File: src/sequencer_pkg.sv
/*
 * Constants, types and field layout for the soft-start / skip sequencer.
 * Assumes a 100 MHz core clock; all counts are in core clock cycles.
 */
// Notes on behaviour
// - Startup end loads final on-time into soft-start
// - Soft-start releases on-time counter from zero
// - High drive lasts exactly the up-count
// - Dead time, then low drive during down-count
// - Each soft-start clock tick adds selected soft-start increment
// - Increment clocked every low pulse or every Nth
// - Reference converter ramps from zero with counter
// - Regulation active: comparator trip ends high pulse
// - Soft-start counter saturates at maximum, never wraps
// - Max on-time fault armed only at limit
// - On-time repetition disabled when soft-start begins
// - Repetition re-enabled after periodic comparator trips
// - Skip entry accepted only during high pulse
// - Skip threshold from pin or internal option
// - Skip entry ends with 3/2 low pulse
// - Below skip threshold: drivers off, idle state
// - Above threshold plus hysteresis restarts a burst
// - Burst opens with fixed low pulse, dead time
// - First burst high pulse uses reduced feedback
// - Skip request in soft-start saturates counter
// - Max on-time fault ignored during soft-start
// - Current-sense trip turns up-count into down-count
// - Burst low pulse prolonged while comparator high
`default_nettype none
package sequencer_pkg;

   // ----------------------------------------
   // Widths and timing
   // ----------------------------------------
   localparam int CNT_W = 12;
   localparam logic [CNT_W-1:0] MAX_ON_TIME = 12'hFFF;
   localparam int CLK_PERIOD_NS = 10;
   localparam int DT_NS = 200;
   localparam int FIRST_LO_NS = 1000;
   localparam logic [CNT_W-1:0] DT_CYC = 12'((DT_NS + CLK_PERIOD_NS - 1) / CLK_PERIOD_NS);
   localparam logic [CNT_W-1:0] FIRST_LO_CYC =
      12'((FIRST_LO_NS + CLK_PERIOD_NS - 1) / CLK_PERIOD_NS);
   localparam logic [1:0] TRIP_RUN = 2'h3;

   // ----------------------------------------
   // Register map
   // ----------------------------------------
   localparam int ADDR_W = 4;
   localparam logic [ADDR_W-1:0] OFS_CTRL = 4'h0;
   localparam logic [ADDR_W-1:0] OFS_STATUS = 4'h4;
   localparam logic [31:0] CTRL_RESET = 32'h0000_0000;
   localparam int CTRL_EN_BIT = 0;
   localparam int CTRL_EXT_THR_BIT = 1;
   localparam int CTRL_INC_LSB = 2;
   localparam int CTRL_DIV_LSB = 8;
   localparam int CTRL_RED_LSB = 12;
   localparam int ST_MODE_LSB = 0;
   localparam int ST_PHASE_LSB = 3;
   localparam int ST_REP_BIT = 6;
   localparam int ST_FAULT_BIT = 7;
   localparam int ST_BAL_BIT = 8;
   localparam int ST_SS_LSB = 16;

   // ----------------------------------------
   // Types
   // ----------------------------------------
   typedef enum logic [2:0] {
      MODE_IDLE = 3'h0, MODE_SS = 3'h1, MODE_NORM = 3'h3, MODE_SKIP = 3'h2, MODE_BURST = 3'h6
   } mode_t;
   typedef enum logic [2:0] {
      PH_OFF = 3'h0, PH_HI = 3'h1, PH_DTA = 3'h3, PH_LO = 3'h2, PH_DTB = 3'h6,
      PH_FIRST = 3'h7, PH_LAST = 3'h5
   } phase_t;
   typedef struct packed {
      logic cyc;
      logic stb;
      logic we;
      logic [ADDR_W-1:0] adr;
      logic [3:0] sel;
      logic [31:0] dat;
   } wb_req_t;
   typedef struct packed {
      logic ontime;
      logic skip_below;
      logic skip_exit;
   } cmp_t;
   typedef struct packed {
      logic hi;
      logic lo;
   } gate_t;

endpackage : sequencer_pkg
`default_nettype wire

File: src/sync2.sv
/*
 * Two flip-flop synchroniser for asynchronous comparator levels.
 * Assumes inputs are levels; the first stage is read only by the second.
 */
`timescale 1ns/100ps
`default_nettype none
module sync2 #(
   parameter int W = 3
) (
   input wire logic i_core_clk,
   input wire logic i_rst_b,
   input wire logic i_clk_en,
   input wire logic [W-1:0] i_async,
   output var logic [W-1:0] o_sync
);
   logic [W-1:0] meta_q;
   logic [W-1:0] meta_d;
   logic [W-1:0] sync_d;

   // Hold both stages while frozen
   always_comb begin
      meta_d = i_clk_en ? i_async : meta_q;
      sync_d = i_clk_en ? meta_q : o_sync;
   end

   // Two stages
   always_ff @(posedge i_core_clk or negedge i_rst_b) begin
      if (!i_rst_b) begin
         meta_q <= '0;
         o_sync <= '0;
      end else begin
         meta_q <= meta_d;
         o_sync <= sync_d;
      end
   end
endmodule : sync2
`default_nettype wire

File: src/lo_pulse_divider.sv
/*
 * Divides low-side pulse starts by N for the soft-start clock.
 * Assumes i_pulse is one cycle per low pulse; N of 0 or 1 ticks every pulse.
 */
`timescale 1ns/100ps
`default_nettype none
module lo_pulse_divider (
   input wire logic i_core_clk,
   input wire logic i_rst_b,
   input wire logic i_clk_en,
   input wire logic i_clear,
   input wire logic i_pulse,
   input wire logic [3:0] i_div,
   output logic o_tick
);
   logic [3:0] cnt_q;
   logic [3:0] cnt_d;

   // Tick on the N-th pulse, then restart the count
   always_comb begin
      o_tick = i_pulse && ((i_div <= 4'h1) || (cnt_q >= i_div - 4'h1));
      cnt_d = cnt_q;
      if (i_clear) begin
         cnt_d = 4'h0;
      end else if (o_tick) begin
         cnt_d = 4'h0;
      end else if (i_pulse) begin
         cnt_d = cnt_q + 4'h1;
      end
   end

   // Pulse count
   always_ff @(posedge i_core_clk or negedge i_rst_b) begin
      if (!i_rst_b) begin
         cnt_q <= 4'h0;
      end else if (i_clk_en) begin
         cnt_q <= cnt_d;
      end
   end
endmodule : lo_pulse_divider
`default_nettype wire

File: src/resonant_softstart_skip_sequencer.sv
/*
 * Soft-start and skip-mode sequencer for a half-bridge resonant controller,
 * with a classic Wishbone register slave.
 * Assumes the startup sequencer runs on the same clock and comparators are
 * asynchronous levels; on-time counts are in core clock cycles.
 */
// Decided for this implementation: the register offsets and the Wishbone register port.
`timescale 1ns/100ps
`default_nettype none
module resonant_softstart_skip_sequencer
   import sequencer_pkg::*;
(
   input wire logic i_core_clk,
   input wire logic i_rst_b,
   input wire logic i_clk_en,
   input wire wb_req_t i_wb,
   output var logic [31:0] o_wb_dat,
   output var logic o_wb_ack,
   input wire logic i_startup_done,
   input wire logic [CNT_W-1:0] i_startup_ontime,
   input wire cmp_t i_cmp,
   output var gate_t o_gate_drive,
   output var logic [CNT_W-1:0] o_ss_dac,
   output var logic o_fb_reduce_en,
   output var logic [3:0] o_fb_reduce_code,
   output var logic o_skip_thr_ext,
   output var logic o_fault_max_on
);

   // ----------------------------------------
   // Decoding helpers
   // ----------------------------------------
   function automatic logic is_low_phase(input phase_t ph);
      is_low_phase = (ph == PH_LO) || (ph == PH_FIRST) || (ph == PH_LAST);
   endfunction : is_low_phase

   function automatic logic [CNT_W-1:0] three_half(input logic [CNT_W-1:0] t);
      logic [CNT_W:0] s;
      s = {1'b0, t} + {2'b00, t[CNT_W-1:1]};
      three_half = s[CNT_W] ? MAX_ON_TIME : s[CNT_W-1:0];
   endfunction : three_half

   // ----------------------------------------
   // Declarations
   // ----------------------------------------
   cmp_t cmp_s;
   logic tick;
   logic [31:0] ctrl_q, ctrl_d, rdat_d;
   logic ack_d, fault_clr, bus_req;
   mode_t mode_q, mode_d;
   phase_t phase_q, phase_d;
   logic [CNT_W-1:0] on_cnt_q, on_cnt_d, dt_cnt_q, dt_cnt_d;
   logic [CNT_W-1:0] ss_cnt_q, ss_cnt_d, dac_d, hi_time_q, hi_time_d, inc, hi_limit;
   logic [CNT_W:0] ss_sum, dac_sum;
   logic skip_pend_q, skip_pend_d, rep_en_q, rep_en_d, first_hi_q, first_hi_d;
   logic bal_q, bal_d, prol_q, prol_d, fault_d, lo_start_q, lo_start_d;
   logic [1:0] trip_run_q, trip_run_d;
   logic trip, hi_end, fault_armed, enable;
   gate_t gate_d;
   logic fb_red_d;

   // ----------------------------------------
   // Comparator synchroniser and soft-start clock
   // ----------------------------------------
   sync2 #(.W(3)) u_sync (
      .i_core_clk(i_core_clk),
      .i_rst_b(i_rst_b),
      .i_clk_en(i_clk_en),
      .i_async(i_cmp),
      .o_sync(cmp_s)
   );

   lo_pulse_divider u_div (
      .i_core_clk(i_core_clk),
      .i_rst_b(i_rst_b),
      .i_clk_en(i_clk_en),
      .i_clear(mode_q == MODE_IDLE),
      .i_pulse(lo_start_q),
      .i_div(ctrl_q[CTRL_DIV_LSB +: 4]),
      .o_tick(tick)
   );

   // ----------------------------------------
   // Wishbone slave
   // ----------------------------------------

   // Decode, byte-lane writes, status read, one-cycle ack
   always_comb begin
      bus_req = i_wb.cyc && i_wb.stb && !o_wb_ack;
      ack_d = bus_req;
      ctrl_d = ctrl_q;
      fault_clr = 1'b0;
      rdat_d = 32'h0000_0000;
      if (bus_req && i_wb.we && (i_wb.adr == OFS_CTRL)) begin
         for (int b = 0; b < 4; b++) begin
            if (i_wb.sel[b]) begin
               ctrl_d[8*b +: 8] = i_wb.dat[8*b +: 8];
            end
         end
      end
      if (bus_req && i_wb.we && (i_wb.adr == OFS_STATUS) && i_wb.sel[0]) begin
         fault_clr = i_wb.dat[ST_FAULT_BIT];
      end
      if (bus_req && !i_wb.we) begin
         case (i_wb.adr)
            OFS_CTRL: rdat_d = ctrl_q;
            OFS_STATUS: begin
               rdat_d[ST_MODE_LSB +: 3] = mode_q;
               rdat_d[ST_PHASE_LSB +: 3] = phase_q;
               rdat_d[ST_REP_BIT] = rep_en_q;
               rdat_d[ST_FAULT_BIT] = o_fault_max_on;
               rdat_d[ST_BAL_BIT] = bal_q;
               rdat_d[ST_SS_LSB +: CNT_W] = ss_cnt_q;
            end
            default: rdat_d = 32'h0000_0000;
         endcase
      end
   end

   // Bus registers
   always_ff @(posedge i_core_clk or negedge i_rst_b) begin
      if (!i_rst_b) begin
         ctrl_q <= CTRL_RESET;
         o_wb_ack <= 1'b0;
         o_wb_dat <= 32'h0000_0000;
      end else if (i_clk_en) begin
         ctrl_q <= ctrl_d;
         o_wb_ack <= ack_d;
         o_wb_dat <= rdat_d;
      end
   end

   // ----------------------------------------
   // Sequencer
   // ----------------------------------------

   // Next state of the mode and phase machines and their counters
   always_comb begin
      enable = ctrl_q[CTRL_EN_BIT];
      inc = CNT_W'(12'h001 << ctrl_q[CTRL_INC_LSB +: 3]);
      ss_sum = {1'b0, ss_cnt_q} + {1'b0, inc};
      dac_sum = {1'b0, o_ss_dac} + {1'b0, inc};
      trip = !cmp_s.ontime;
      fault_armed = (mode_q != MODE_SS) && (ss_cnt_q == MAX_ON_TIME);
      hi_limit = (mode_q == MODE_SS) ? ss_cnt_q : MAX_ON_TIME;
      hi_end = trip || (on_cnt_q >= hi_limit);
      if (rep_en_q && !first_hi_q && (hi_time_q != 12'h000) && (on_cnt_q >= hi_time_q)) begin
         hi_end = 1'b1;
      end
      if (first_hi_q) begin
         hi_end = trip || (on_cnt_q >= MAX_ON_TIME);
      end
      mode_d = mode_q;
      phase_d = phase_q;
      on_cnt_d = on_cnt_q;
      dt_cnt_d = dt_cnt_q;
      ss_cnt_d = ss_cnt_q;
      dac_d = o_ss_dac;
      hi_time_d = hi_time_q;
      skip_pend_d = skip_pend_q;
      rep_en_d = rep_en_q;
      trip_run_d = trip_run_q;
      first_hi_d = first_hi_q;
      bal_d = bal_q;
      prol_d = prol_q;
      lo_start_d = 1'b0;
      fault_d = o_fault_max_on && !fault_clr;
      case (phase_q)
         PH_OFF: begin
            if ((mode_q == MODE_IDLE) && enable && i_startup_done) begin
               ss_cnt_d = i_startup_ontime;
               dac_d = 12'h000;
               mode_d = MODE_SS;
               phase_d = PH_HI;
               on_cnt_d = 12'h000;
               rep_en_d = 1'b0;
               trip_run_d = 2'h0;
            end else if ((mode_q == MODE_SKIP) && cmp_s.skip_exit) begin
               mode_d = MODE_BURST;
               phase_d = PH_FIRST;
               dt_cnt_d = FIRST_LO_CYC;
               bal_d = 1'b0;
            end
         end
         PH_HI: begin
            if (on_cnt_q != MAX_ON_TIME) begin
               on_cnt_d = on_cnt_q + 12'h001;
            end
            if (cmp_s.skip_below && ((mode_q == MODE_NORM) || (mode_q == MODE_BURST))) begin
               skip_pend_d = 1'b1;
            end
            if (fault_armed && (on_cnt_q >= MAX_ON_TIME)) begin
               fault_d = 1'b1;
            end
            if (hi_end) begin
               phase_d = PH_DTA;
               dt_cnt_d = DT_CYC;
               hi_time_d = on_cnt_q;
               first_hi_d = 1'b0;
               if (trip && !first_hi_q) begin
                  trip_run_d = (trip_run_q == TRIP_RUN) ? TRIP_RUN : trip_run_q + 2'h1;
                  if (trip_run_q >= TRIP_RUN - 2'h1) begin
                     rep_en_d = 1'b1;
                  end
               end else begin
                  trip_run_d = 2'h0;
               end
            end
         end
         PH_DTA: begin
            if (dt_cnt_q <= 12'h001) begin
               if (skip_pend_q) begin
                  phase_d = PH_LAST;
                  on_cnt_d = three_half(hi_time_q);
                  skip_pend_d = 1'b0;
               end else begin
                  phase_d = PH_LO;
                  lo_start_d = 1'b1;
                  prol_d = 1'b0;
               end
            end else begin
               dt_cnt_d = dt_cnt_q - 12'h001;
            end
         end
         PH_LO: begin
            if (on_cnt_q != 12'h000) begin
               on_cnt_d = on_cnt_q - 12'h001;
            end else if ((mode_q == MODE_BURST) && cmp_s.ontime && !bal_q) begin
               prol_d = 1'b1;
            end else begin
               if ((mode_q == MODE_BURST) && !prol_q) begin
                  bal_d = 1'b1;
               end
               phase_d = PH_DTB;
               dt_cnt_d = DT_CYC;
            end
         end
         PH_DTB: begin
            if (dt_cnt_q <= 12'h001) begin
               phase_d = PH_HI;
               on_cnt_d = 12'h000;
            end else begin
               dt_cnt_d = dt_cnt_q - 12'h001;
            end
         end
         PH_FIRST: begin
            if (dt_cnt_q <= 12'h001) begin
               phase_d = PH_DTB;
               dt_cnt_d = DT_CYC;
               first_hi_d = 1'b1;
            end else begin
               dt_cnt_d = dt_cnt_q - 12'h001;
            end
         end
         PH_LAST: begin
            if (on_cnt_q != 12'h000) begin
               on_cnt_d = on_cnt_q - 12'h001;
            end else begin
               phase_d = PH_OFF;
               mode_d = MODE_SKIP;
            end
         end
         default: phase_d = PH_OFF;
      endcase
      // Soft-start counter and reference ramp, stepped by the divided low pulses
      if (tick && (mode_q != MODE_IDLE)) begin
         ss_cnt_d = ss_sum[CNT_W] ? MAX_ON_TIME : ss_sum[CNT_W-1:0];
         dac_d = dac_sum[CNT_W] ? MAX_ON_TIME : dac_sum[CNT_W-1:0];
         if ((mode_q == MODE_SS) && (ss_sum >= {1'b0, MAX_ON_TIME})) begin
            mode_d = MODE_NORM;
         end
      end
      // Skip request while soft-starting ends soft-start at once
      if ((mode_q == MODE_SS) && cmp_s.skip_below) begin
         ss_cnt_d = MAX_ON_TIME;
         dac_d = MAX_ON_TIME;
         mode_d = MODE_NORM;
      end
      // Disabling drops both drives and returns to idle
      if (!enable) begin
         mode_d = MODE_IDLE;
         phase_d = PH_OFF;
         skip_pend_d = 1'b0;
         first_hi_d = 1'b0;
      end
      gate_d.hi = (phase_d == PH_HI);
      gate_d.lo = is_low_phase(phase_d);
      fb_red_d = (phase_d == PH_HI) && first_hi_d;
   end

   // Sequencer registers; outputs come straight from these
   always_ff @(posedge i_core_clk or negedge i_rst_b) begin
      if (!i_rst_b) begin
         mode_q <= MODE_IDLE;
         phase_q <= PH_OFF;
         on_cnt_q <= 12'h000;
         dt_cnt_q <= 12'h000;
         ss_cnt_q <= 12'h000;
         hi_time_q <= 12'h000;
         skip_pend_q <= 1'b0;
         rep_en_q <= 1'b0;
         trip_run_q <= 2'h0;
         first_hi_q <= 1'b0;
         bal_q <= 1'b0;
         prol_q <= 1'b0;
         lo_start_q <= 1'b0;
         o_gate_drive <= '0;
         o_ss_dac <= 12'h000;
         o_fb_reduce_en <= 1'b0;
         o_fb_reduce_code <= 4'h0;
         o_skip_thr_ext <= 1'b0;
         o_fault_max_on <= 1'b0;
      end else if (i_clk_en) begin
         mode_q <= mode_d;
         phase_q <= phase_d;
         on_cnt_q <= on_cnt_d;
         dt_cnt_q <= dt_cnt_d;
         ss_cnt_q <= ss_cnt_d;
         hi_time_q <= hi_time_d;
         skip_pend_q <= skip_pend_d;
         rep_en_q <= rep_en_d;
         trip_run_q <= trip_run_d;
         first_hi_q <= first_hi_d;
         bal_q <= bal_d;
         prol_q <= prol_d;
         lo_start_q <= lo_start_d;
         o_gate_drive <= gate_d;
         o_ss_dac <= dac_d;
         o_fb_reduce_en <= fb_red_d;
         o_fb_reduce_code <= ctrl_d[CTRL_RED_LSB +: 4];
         o_skip_thr_ext <= ctrl_d[CTRL_EXT_THR_BIT];
         o_fault_max_on <= fault_d;
      end
   end
endmodule : resonant_softstart_skip_sequencer
`default_nettype wire

File: config.mk
export PLATFORM = sky130hd
export DESIGN_NAME = resonant_softstart_skip_sequencer
export DESIGN_NICKNAME = d
export VERILOG_FILES = /design/src/sequencer_pkg.sv /design/src/sync2.sv /design/src/lo_pulse_divider.sv /design/src/resonant_softstart_skip_sequencer.sv
export SDC_FILE = /design/constraint.sdc
export NUM_CORES = 1
export LEC_CHECK = 0
export ABC_CLOCK_PERIOD_IN_PS = 8200
export BUFFER_PORTS_ARGS = -buffer_cell sky130_fd_sc_hd__buf_2
export CORE_ASPECT_RATIO = 1.2
export CORE_MARGIN = 3
export CORE_UTILIZATION = 64
export CTS_CLUSTER_SIZE = 16
export DETAILED_ROUTE_END_ITERATION = 8
export PLACE_DENSITY = 0.94
export SLEW_MARGIN = 10
export SYNTH_ARGS = -nofsm -noshare
export SYNTH_HDL_FRONTEND = slang
export SYNTH_SLANG_ARGS = --single-unit
File: constraint.sdc
create_clock -name i_core_clk -period 8.2 [get_ports i_core_clk]
set_clock_uncertainty 0.15 [all_clocks]
set_input_delay 1.64 -clock i_core_clk [delete_from_list [all_inputs] [get_ports i_core_clk]]
set_output_delay 1.64 -clock i_core_clk [all_outputs]
set_load 0.1 [all_outputs]
# --- After elaboration in Yosys (flattened, before gate mapping) ---
# Index checks and enable logic that the tools add are counted.
totals:
  register_bits: 158
  latchBits: 0
  n_memories: 0
  wordCells: 250
  out_inout_bits: 54
  mem_bits_ro: 0
  mem_bits_rw: 0
classes:
  order_cmp: 8
  multipliers: 0
  n_eq_ne: 39
  mux: 94
  n_shift: 1
  div_mod_pow: 0
  n_reduce_logical: 69
  addsub: 9
  n_bitwise: 0
op_table:
  columns: ["op", "count"]
  rows:
  - ["12-bit two-way mux", 24]
  - ["12-bit one-hot mux with 5 select lines", 2]
  - ["3-bit two-way mux", 18]
  - ["32-bit two-way mux", 1]
  - ["2-bit != test (second input constant)", 16]
  - ["1-bit two-way mux", 27]
  - ["12-bit by 12-bit adder with 13-bit output", 2]
  - ["1-bit logical AND", 26]
  - ["12-bit >= comparator", 2]
  - ["12-bit one-hot mux with 2 select lines", 1]
  - ["12-bit nonzero test", 2]
  - ["12-bit by 1-bit subtractor with 12-bit output (second input constant)", 2]
  - ["3-bit one-hot mux with 7 select lines", 1]
  - ["3-bit equality test (second input constant)", 6]
  - ["9-bit one-hot mux with 2 select lines", 1]
  - ["3-bit AND reduction", 6]
  - ["16-bit two-way mux", 1]
  - ["4-bit two-way mux", 4]
  - ["8-bit two-way mux", 2]
  - ["8-bit AND reduction", 2]
  - ["3-bit by 2-bit equality test with 1-bit output (second input constant)", 5]
  - ["12-bit by 11-bit adder with 13-bit output", 1]
  - ["13-bit by 12-bit >= comparator with 1-bit output (second input constant)", 1]
  - ["12-bit by 1-bit adder with 12-bit output (second input constant)", 1]
  - ["other kinds (34)", 66]

# --- Depth between registers and ports, before layout ---
# Gate-level depths: netlist of run 1.
logic_depth:
  word_depth: 12
  mapped_depth: 15
  mapped_depth_nobuf: 13

# --- By module ---
# From an unflattened synthesis of run 1, not the netlist that was laid out.
unflattened:
  cells_unflattened: 1114
  area_unflattened_um2: 9967.1
by_module_without_submodules:
  columns: ["module", "area_per_inst_um2", "seq_area_each_um2", "cells_per_inst", "n_inst"]
  rows:
  - ["resonant_softstart_skip_sequencer", 9327.7, 3578.4, 1063, 1]
  - ["lo_pulse_divider", 387.9, 100.1, 38, 1]
  - ["sync2", 251.5, 150.1, 13, 1]

# --- Worst setup path before layout of run 1 ---
# Ideal clock, no wire load.
synth_timing:
  kind: "register to register"
  startpoint: "reg phase_q[1]"
  endpoint: "reg on_cnt_q[11]"
  path_stages_with_launch: 13
  t_required_ps: 7978
  t_arrival_ps: 3617
  slack_ps: 4361
  setup_ps: 72
  synth_period_minus_slack_ps: 3839
  path_buffers: 2
  path_cell_list: "dfrtp_1 clkbuf_1 clkbuf_1 o21ai_0 ha_1 a211oi_1 nor2_1 o41ai_1 o21ai_0 o41a_1 xnor2_1 nor4b_1 nand4b_1"
synth_between:
  elab_chain_len: 4
  elab_cells_between_ends: 16
  classes_between: "eq/ne (11); mux (1); reduce/logical (4)"
synth_lines:
  columns: ["item", "line_no", "source"]
  rows:
  - ["from (decl)", "resonant_softstart_skip_sequencer.sv:51", "phase_t phase_q, phase_d;"]
  - ["from (signal assigned)", "resonant_softstart_skip_sequencer.sv:315", "phase_q <= phase_d;"]
  - ["3-bit equality test / 3-bit by 2-bit equality test with 1-bit output (equally long branches)", "resonant_softstart_skip_sequencer.sv:168", "case (phase_q)"]
  - ["2-bit OR reduction (no line)", null, null]
  - ["5-bit nonzero test (no line) / 2-bit by 1-bit != test with 1-bit output (equally long branches)", null, null]
  - ["8-bit AND reduction (no line)", null, null]
  - ["to (signal assigned)", "resonant_softstart_skip_sequencer.sv:316", "on_cnt_q <= on_cnt_d;"]
  - ["to (decl)", "resonant_softstart_skip_sequencer.sv:52", "logic [CNT_W-1:0] on_cnt_q, on_cnt_d, dt_cnt_q, dt_cnt_d;"]
# Several ways; a longest one is shown, not always the timed one.
# A chain may end at the register's enable or synchronous reset.

==> flow_metrics.py, run 1 <==
metrics = {
    "sta": {
        "worstMarginPinSlew_ps": 1180,
        "rsz0062_at_grt": "false",
        "tns_ps": 0,
        "fmax_mhz": 245,
        "slew-limit-headroom": 0.216,
        "fin_crit_sh": 0.499,
        "finalMaxSlewViolations": 0,
        "worst_slack_ps": 4110,
        "finalCriticalPeriod_ps": 4090,
        "setup_viol_count_final": 0,
        "holdWs_ps": 344,
        "finalHoldViolCount": 0,
    },
    "pwr": {
        "swShare": 0.396,
        "power.internal_w": 0.00160,
        "total_power_w": 0.00265,
        "p_leak_nw": 5.25,
        "pwr-share-comb": 0.321,
        "p_switching_w": 0.00105,
        "peakVddDrop_v": 0.000168,
        "clkPwrFrac": 0.316,
        "power_density_mw_per_mm2": 235,
        "seq_power_share": 0.362,
    },
    "clock_network": {
        "path_clk_slew_ps": 80,
        "insertion_delay_ps": 450,
        "ctsHoldBuffers": 0,
        "cts_tree": "built",
        "cts_made_buffers": 17,
        "cts-htree-levels": 4,
        "cts_repair_resize_count": 0,
        "cts-root-buf": "clkbuf_16",
        "cts_setup_buffers": 0,
        "cts_buffer_depth": 2,
        "clock_sinks": 153,
    },
    "detailed_routing": {
        "vias_per_cell": 6.75,
        "routed_wirelength_microns": 28400,
        "firstDrtPassIters": 7,
        "vias": 9256,
        "antenna_left": 0,
        "drt_iter0_drc": 881,
        "wl_per_cell_microns": 20.7,
        "drc": 0,
    },
    "floorplan": {
        "pin_count": 116,
        "dieArea_sq_mm": 0.0170,
        "start_util": 0.657,
        "die_y_microns": 142,
        "rows": 49,
        "dieWidth_microns": 120,
        "core_area_sq_mm": 0.0151,
    },
    "flow_run": {
        "max_cap_viol_count": 0,
    },
    "setup_path": {
        "cp-end-kind": "flip-flop",
        "path_cells": "buf_2 -> and4b_1 -> nand2b_1 -> nor2b_1 -> a22o_1",
        "required_ps": 8430,
        "critPathKind": "input port to flip-flop",
        "cp_top_family": "simple AND/OR/NAND/NOR gates",
        "ff2ff_path_depth": 12,
        "r2r-end": "on_cnt_q[11]",
        "worst-path-buf-inv": 1,
        "cp-start-kind": "input port",
        "reg2reg_from": "phase_q[0]",
        "cpPeakStageDelay_ps": 970,
        "cp_slowest_cell": "nor2b_1",
        "ff2ff_setup_slack_ps": 4290,
        "critPathMaxFanout": 33,
        "crit_arrival_ps": 4320,
    },
    "final_layout": {
        "diodes": 0,
        "drive_gt1_frac": 0.191,
        "syn_to_final_growth_pct": 13.6,
        "nNetsFinal": 1298,
    },
    "worst_hold_path": {
        "min_from": "o_wb_dat[4]",
        "whs_endpoint": "o_wb_dat[4]",
        "min_path_type": "flip-flop to flip-flop",
        "min_path_cells": 1,
    },
    "global_route": {
        "gr-usage-all-layers": 0.336,
        "grt_pass1_wl_microns": 45500,
        "grt_start_max_net_pins": 79,
        "antenna_found_initial": 0,
        "grt_pass1_vias": 9095,
        "grt_overflow": 0,
    },
    "place": {
        "place_ws_ps": 3840,
        "io_buffer_count": 115,
        "dp_hpwl_microns": 19400,
        "gp_congestion": 0.941,
    },
    "synthesis": {
        "async_flop_share": 1.00,
        "ys_seq_area_frac": 0.387,
        "synth_edf_count": 0,
        "yosysUniqueCellTypes": 72,
        "synth_cells": 1062,
        "syn_area_sq_mm": 0.00990,
        "synth_top_cell_by_area": "dfrtp_1",
        "synth_flop_cell": "dfrtp_1",
        "synth_top_area_share": 0.387,
        "avgSynthCellArea_sq_um": 9.33,
        "ys_ff_latch": 153,
        "netlist_top_cells_area": "dfrtp_1 39%, ha_1 9.7%, mux2_2 5.7%",
        "syn_nets": 1205,
        "yosys_warnings": 0,
    },
    "status": {
        "status": "finished clean",
    },
}
## flip-flops by register name, summed over array words and instances, names as in the netlist
name            count
ctrl_q             32
o_wb_dat           32
dt_cnt_q           12
hi_time_q          12
o_ss_dac           12
on_cnt_q           12
ss_cnt_q           12
u_div.cnt_q         4
mode_q              3
phase_q             3
u_sync.meta_q       3
u_sync.o_sync       3
o_gate_drive        2
trip_run_q          2
bal_q               1
first_hi_q          1
lo_start_q          1
o_fault_max_on      1
o_fb_reduce_en      1
o_wb_ack            1
prol_q              1
rep_en_q            1
skip_pend_q         1
## layer usage
metal | GRT usage | vias up | part of all wire
met5 | 0 | - | 0
met4 | 0.198 | 0 | 0.065
met3 | 0.0612 | 152 | 0.071
met2 | 0.571 | 538 | 0.50
met1 | 0.400 | 4439 | 0.37
li1 | - | 4127 | -
## cells in the mapped netlist (4+ instances only)
master	number
a211oi_1	11
a21o_1	14
a21oi_1	62
a22o_1	12
a22oi_1	22
a31oi_1	22
and2_1	5
and3_1	8
buf_4	4
clkbuf_1	39
dfrtp_1	153
fa_1	4
ha_1	77
inv_1	37
mux2_2	50
mux2i_1	9
nand2_1	67
nand2b_1	17
nand3_1	19
nand3b_1	4
nand4_1	13
nor2_1	116
nor2b_1	15
nor3_1	22
nor3b_1	5
nor4_1	7
o211ai_1	11
o21a_1	15
o21ai_0	78
o21bai_1	7
o22a_1	4
o2bb2ai_1	22
o31a_1	4
o31ai_1	11
o41ai_1	6
or2_2	6
or3_1	5
xnor2_1	20
xor2_1	5
## layout make-up
class                           count  area, sq um
Timing Repair Buffer              123          642
Multi-Input combinational cell    822         5750
Sequential cell                   153         3830
Clock inverter                     15          214
Tap cell                          204          255
Inverter                           38          143
Fill cell                        1001         3830
Clock buffer                       17          425
## metrics by stage
| step | area [sq um] | std cells | util |
|---|---|---|---|
| finish | 11300 | 1372 | 0.746 |
| global route | 11300 | 1372 | 0.746 |
| CTS | 11300 | 1372 | 0.746 |
| detailed placement | 10600 | 1340 | 0.704 |
| global placement | 10600 | 1340 | 0.704 |
| floorplan | 9900 | 1062 | - |
## cells by family (layout without fill, tap and decap cells)
family | Yosys count | after routing | synth area share
simple gates | 324 | 324 | 0.158
flops | 153 | 153 | 0.387
fa+ha+maj | 81 | 81 | 0.105
xor+xnor | 25 | 25 | 0.0221
buf+inv | 87 | 193 | 0.0349
compound gates | 333 | 333 | 0.227
mux | 59 | 59 | 0.0659
## worst reg2reg max path, stage by stage (launching register included)
cell      delay, ps
dfrtp_1         820
nand2_1         230
o21ai_0         210
buf_4           230
ha_1            270
a211oi_1        230
nor2_1          100
o41ai_1         450
o21ai_0         260
o41a_1          370
xnor2_1         150
nor4b_1         230
nand4b_1        140
## placed cells by master (no fill, tap or decap), types with 15 or more instances in the layout
cell / count
ha_1: 77
mux2_2: 50
a31oi_1: 22
nor2b_1: 15
nand2b_1: 17
a21oi_1: 62
buf_2: 114
inv_1: 37
nor2_1: 115
dfrtp_1: 153
o21a_1: 15
o2bb2ai_1: 22
o21ai_0: 78
a22oi_1: 22
clkbuf_16: 17
nor3_1: 22
xnor2_1: 20
nand2_1: 67
nand3_1: 19
## power groups by stage
stage | registers (W) | logic (W) | clock network [W]
after floorplan | 0.000993 | 0.000566 | 0
after global placement | 0.000960 | 0.000779 | 0
after detailed placement | 0.000963 | 0.000820 | 0
after CTS | 0.000951 | 0.000842 | 0.000836
after global routing | 0.000966 | 0.000943 | 0.000865
final | 0.000959 | 0.000851 | 0.000837
## worst max-delay path by stage
stage,start,end,depth (start not counted)
after floorplan,phase_q[1],on_cnt_q[11],12
after global placement,i_clk_en,o_wb_dat[12],5
after detailed placement,i_clk_en,o_wb_dat[9],5
after CTS,i_clk_en,o_wb_dat[15],5
after global routing,phase_q[0],on_cnt_q[11],12
final,i_clk_en,o_wb_dat[15],5
No activity file was read; power rests on OpenSTA's default activity.
==> inputs of run 2 (changes only) <==
Settings changed: ABC_AREA from default to 1, ABC_CLOCK_PERIOD_IN_PS 8200 to 3400, CORE_UTILIZATION 64 to 54, PLACE_DENSITY 0.94 to 0.85.
Clock period 8.2 ns to 3.4 ns, I/O delays scaled along.
==> flow_metrics.py, run 2 <==
metrics = {
    "synthesis": {
        "ys_ff_latch": 153,
        "synth_flop_cell": "dfrtp_1",
        "synth_commonest_cells": "312 x nand2_1, 153 x dfrtp_1, 148 x inv_1",
        "synth_top_cell_by_area": "dfrtp_1",
        "yosys_warnings": 0,
        "async_flop_share": 1.00,
        "ys_seq_area_frac": 0.371,
        "yosysMostFrequentCell": "nand2_1",
        "synth-xor-area-share": 0.0238,
        "synth-compound-area-share": 0.158,
        "synth_cells": 1318,
        "synth_edf_count": 0,
        "synthMuxAreaShare": 0.0295,
        "synth-simple-area-share": 0.239,
        "syn_area_sq_mm": 0.0103,
        "netlist_top_cells_area": "dfrtp_1 37%, nand2_1 11%, ha_1 9.3%",
        "yosysUniqueCellTypes": 56,
        "synth_top_area_share": 0.371,
        "synthAdderAreaFrac": 0.101,
        "syn_nets": 1461,
        "avgSynthCellArea_sq_um": 7.82,
        "synth_top_family_by_area": "simple AND/OR/NAND/NOR gates",
    },
    "sta": {
        "finalCriticalPeriod_ps": 3070,
        "finalMaxSlewViolations": 0,
        "tns_ps": 0,
        "slew-limit-headroom": 0.570,
        "fin_crit_sh": 0.902,
        "fmax_mhz": 326,
        "worstMarginPinSlew_ps": 645,
        "finalHoldViolCount": 0,
        "holdWs_ps": 34.9,
        "rsz0062_at_grt": "false",
        "setup_viol_count_final": 0,
    },
    "global_route": {
        "grt_pass1_vias": 9514,
        "grt_pass1_wl_microns": 45800,
        "gr-usage-all-layers": 0.270,
        "grt_start_max_net_pins": 67,
        "grt_overflow": 0,
        "antenna_found_initial": 0,
    },
    "detailed_routing": {
        "firstDrtPassIters": 5,
        "routed_wirelength_microns": 28100,
        "drt_iter0_drc": 709,
        "drc": 0,
        "vias": 9797,
        "antenna_left": 0,
        "vias_per_cell": 5.78,
        "wl_per_cell_microns": 16.6,
    },
    "floorplan": {
        "rows": 54,
        "start_util": 0.559,
        "core_area_sq_mm": 0.0184,
        "die_y_microns": 157,
        "dieWidth_microns": 132,
        "dieArea_sq_mm": 0.0208,
        "pin_count": 116,
    },
    "pwr": {
        "peakVddDrop_v": 0.000934,
        "pwr-share-comb": 0.521,
        "seq_power_share": 0.279,
        "clkPwrFrac": 0.200,
        "p_leak_nw": 6.18,
        "swShare": 0.510,
        "power_density_mw_per_mm2": 832,
        "p_switching_w": 0.00499,
        "power.internal_w": 0.00480,
    },
    "setup_path": {
        "required_ps": 3610,
        "worst-path-buf-inv": 2,
        "critPathKind": "flip-flop to flip-flop",
        "critPathMaxFanout": 7,
        "cp-end-kind": "flip-flop",
        "path_cells": "nor3_1 -> ha_1 -> inv_1 -> fa_1 -> o21ai_1 -> a21oi_1 -> o21ai_1 -> nand3_1 -> inv_1 -> o21ai_0 -> a21oi_1",
        "crit_arrival_ps": 3280,
        "ff2ff_path_depth": 11,
        "cp_slowest_cell": "dfrtp_1",
        "ff2ff_setup_slack_ps": 330,
        "cp.depth": 11,
        "reg2reg_from": "ctrl_q[4]",
        "r2r-end": "o_ss_dac[0]",
        "cp-start-kind": "flip-flop",
        "cp_top_family": "compound AO/OA/AOI/OAI gates",
        "cpPeakStageDelay_ps": 440,
    },
    "clock_network": {
        "ctsHoldBuffers": 0,
        "cts-root-buf": "clkbuf_16",
        "clock_sinks": 153,
        "cts-htree-levels": 4,
        "cts_tree": "built",
        "cts_buffer_depth": 2,
        "insertion_delay_ps": 440,
        "path_clk_slew_ps": 70,
        "cts_made_buffers": 17,
    },
    "final_layout": {
        "diodes": 0,
        "final_cell_mix": "312 x nand2_1, 153 x dfrtp_1, 148 x inv_1",
        "nNetsFinal": 1573,
        "final_common_cell": "nand2_1",
        "reg.largest.list": "ctrl_q (32), o_wb_dat (32)",
        "drive_gt1_frac": 0.166,
        "syn_to_final_growth_pct": 14.1,
        "fillers": 1552,
    },
    "flow_run": {
        "max_cap_viol_count": 0,
    },
    "place": {
        "gp_congestion": 0.965,
        "io_buffer_count": 115,
        "dp_hpwl_microns": 21100,
    },
    "status": {
        "status": "finished clean",
    },
    "worst_hold_path": {
        "min_path_type": "input port to asynchronous set/reset pin",
    },
}
==> run 2: cell types whose count changed after synthesis, moves of 16 or more <==
| cell | before | now |
|---|---|---|
| a22oi_1 | 22 | 6 |
| mux2_2 | 50 | 26 |
| nand2b_1 | 17 | 0 |
| nand2_1 | 67 | 312 |
| clkbuf_1 | 39 | 18 |
| o2bb2ai_1 | 22 | 0 |
| inv_1 | 37 | 148 |
| nand3_1 | 19 | 71 |
| a31oi_1 | 22 | 3 |
==> run 2: power groups by stage <==
stage	Sequential (W)	Combinational, W	Clock, W
floorplan	0.00322	0.00331	0
global placement	0.00273	0.00484	0
detailed placement	0.00274	0.00497	0
CTS	0.00271	0.00504	0.00198
global route	0.00278	0.00566	0.00205
finish	0.00273	0.00509	0.00196
==> run 2: metrics by stage <==
stage                      util  setup WS [ps]  area, sq um  total power [W]  cells
after global placement    0.604            462        11100          0.00757   1663
after detailed placement  0.604            296        11100          0.00771   1663
final                     0.638            334        11800          0.00979   1695
after floorplan               -            489        10300          0.00653   1318
after CTS                 0.637            282        11800          0.00973   1695
after global routing      0.638           22.1        11800           0.0105   1695
==> run 2: logic make-up (layout without fill, tap and decap cells) <==
kind of cell    after synthesis  after routing
xor+xnor                     28             28
mux                          27             27
flops                       153            153
buf+inv                     197            322
simple gates                571            571
compound gates              261            261
fa+ha+maj                    81             81
==> run 2: worst max-delay path by stage <==
stage / startpoint / endpoint / slack (ps)
2_1_floorplan: o_ss_dac[0] / o_ss_dac[0] / 490
3_3_place_gp: mode_q[0] / dt_cnt_q[0] / 460
3_5_place_dp: mode_q[0] / dt_cnt_q[1] / 300
4_1_cts: mode_q[0] / dt_cnt_q[1] / 280
5_1_grt: ctrl_q[8] / ss_cnt_q[8] / 20
6_report: ctrl_q[4] / o_ss_dac[0] / 330
==> run 2: cell type report <==
cell class,instances,area [sq um],share of cell area
multi-input combinational,968,5700,0.484
clock buffer,17,425,0.0362
clock inverter,15,199,0.0169
tap,252,315,0.0268
sequential,153,3830,0.325
timing repair buffer,128,692,0.0588
inverter,162,608,0.0517
==> run 2: metal layers <==
metal	GRT usage	routed length, microns	vias up
met4	0.119	981	0
met5	0	0	-
met3	0.0451	1700	89
li1	-	-	4679
met2	0.475	14000	372
met1	0.328	11400	4657
==> run 2: what timing repair did <==
action / 4_1_cts / 5_1_grt
setup endpoints to repair: 0 / 5
gates resized for setup: 0 / 2
buffers inserted: 0 / 0
==> run 2: worst register-to-register path: cells and delay by family, from the launching register on <==
kind | cells | cell delay, ps
AO/OA/AOI/OAI | 5 | 980
adder cells (fa/ha/maj) | 2 | 630
buffers and inverters | 2 | 260
flip-flops | 1 | 440
AND/OR/NAND/NOR | 2 | 520
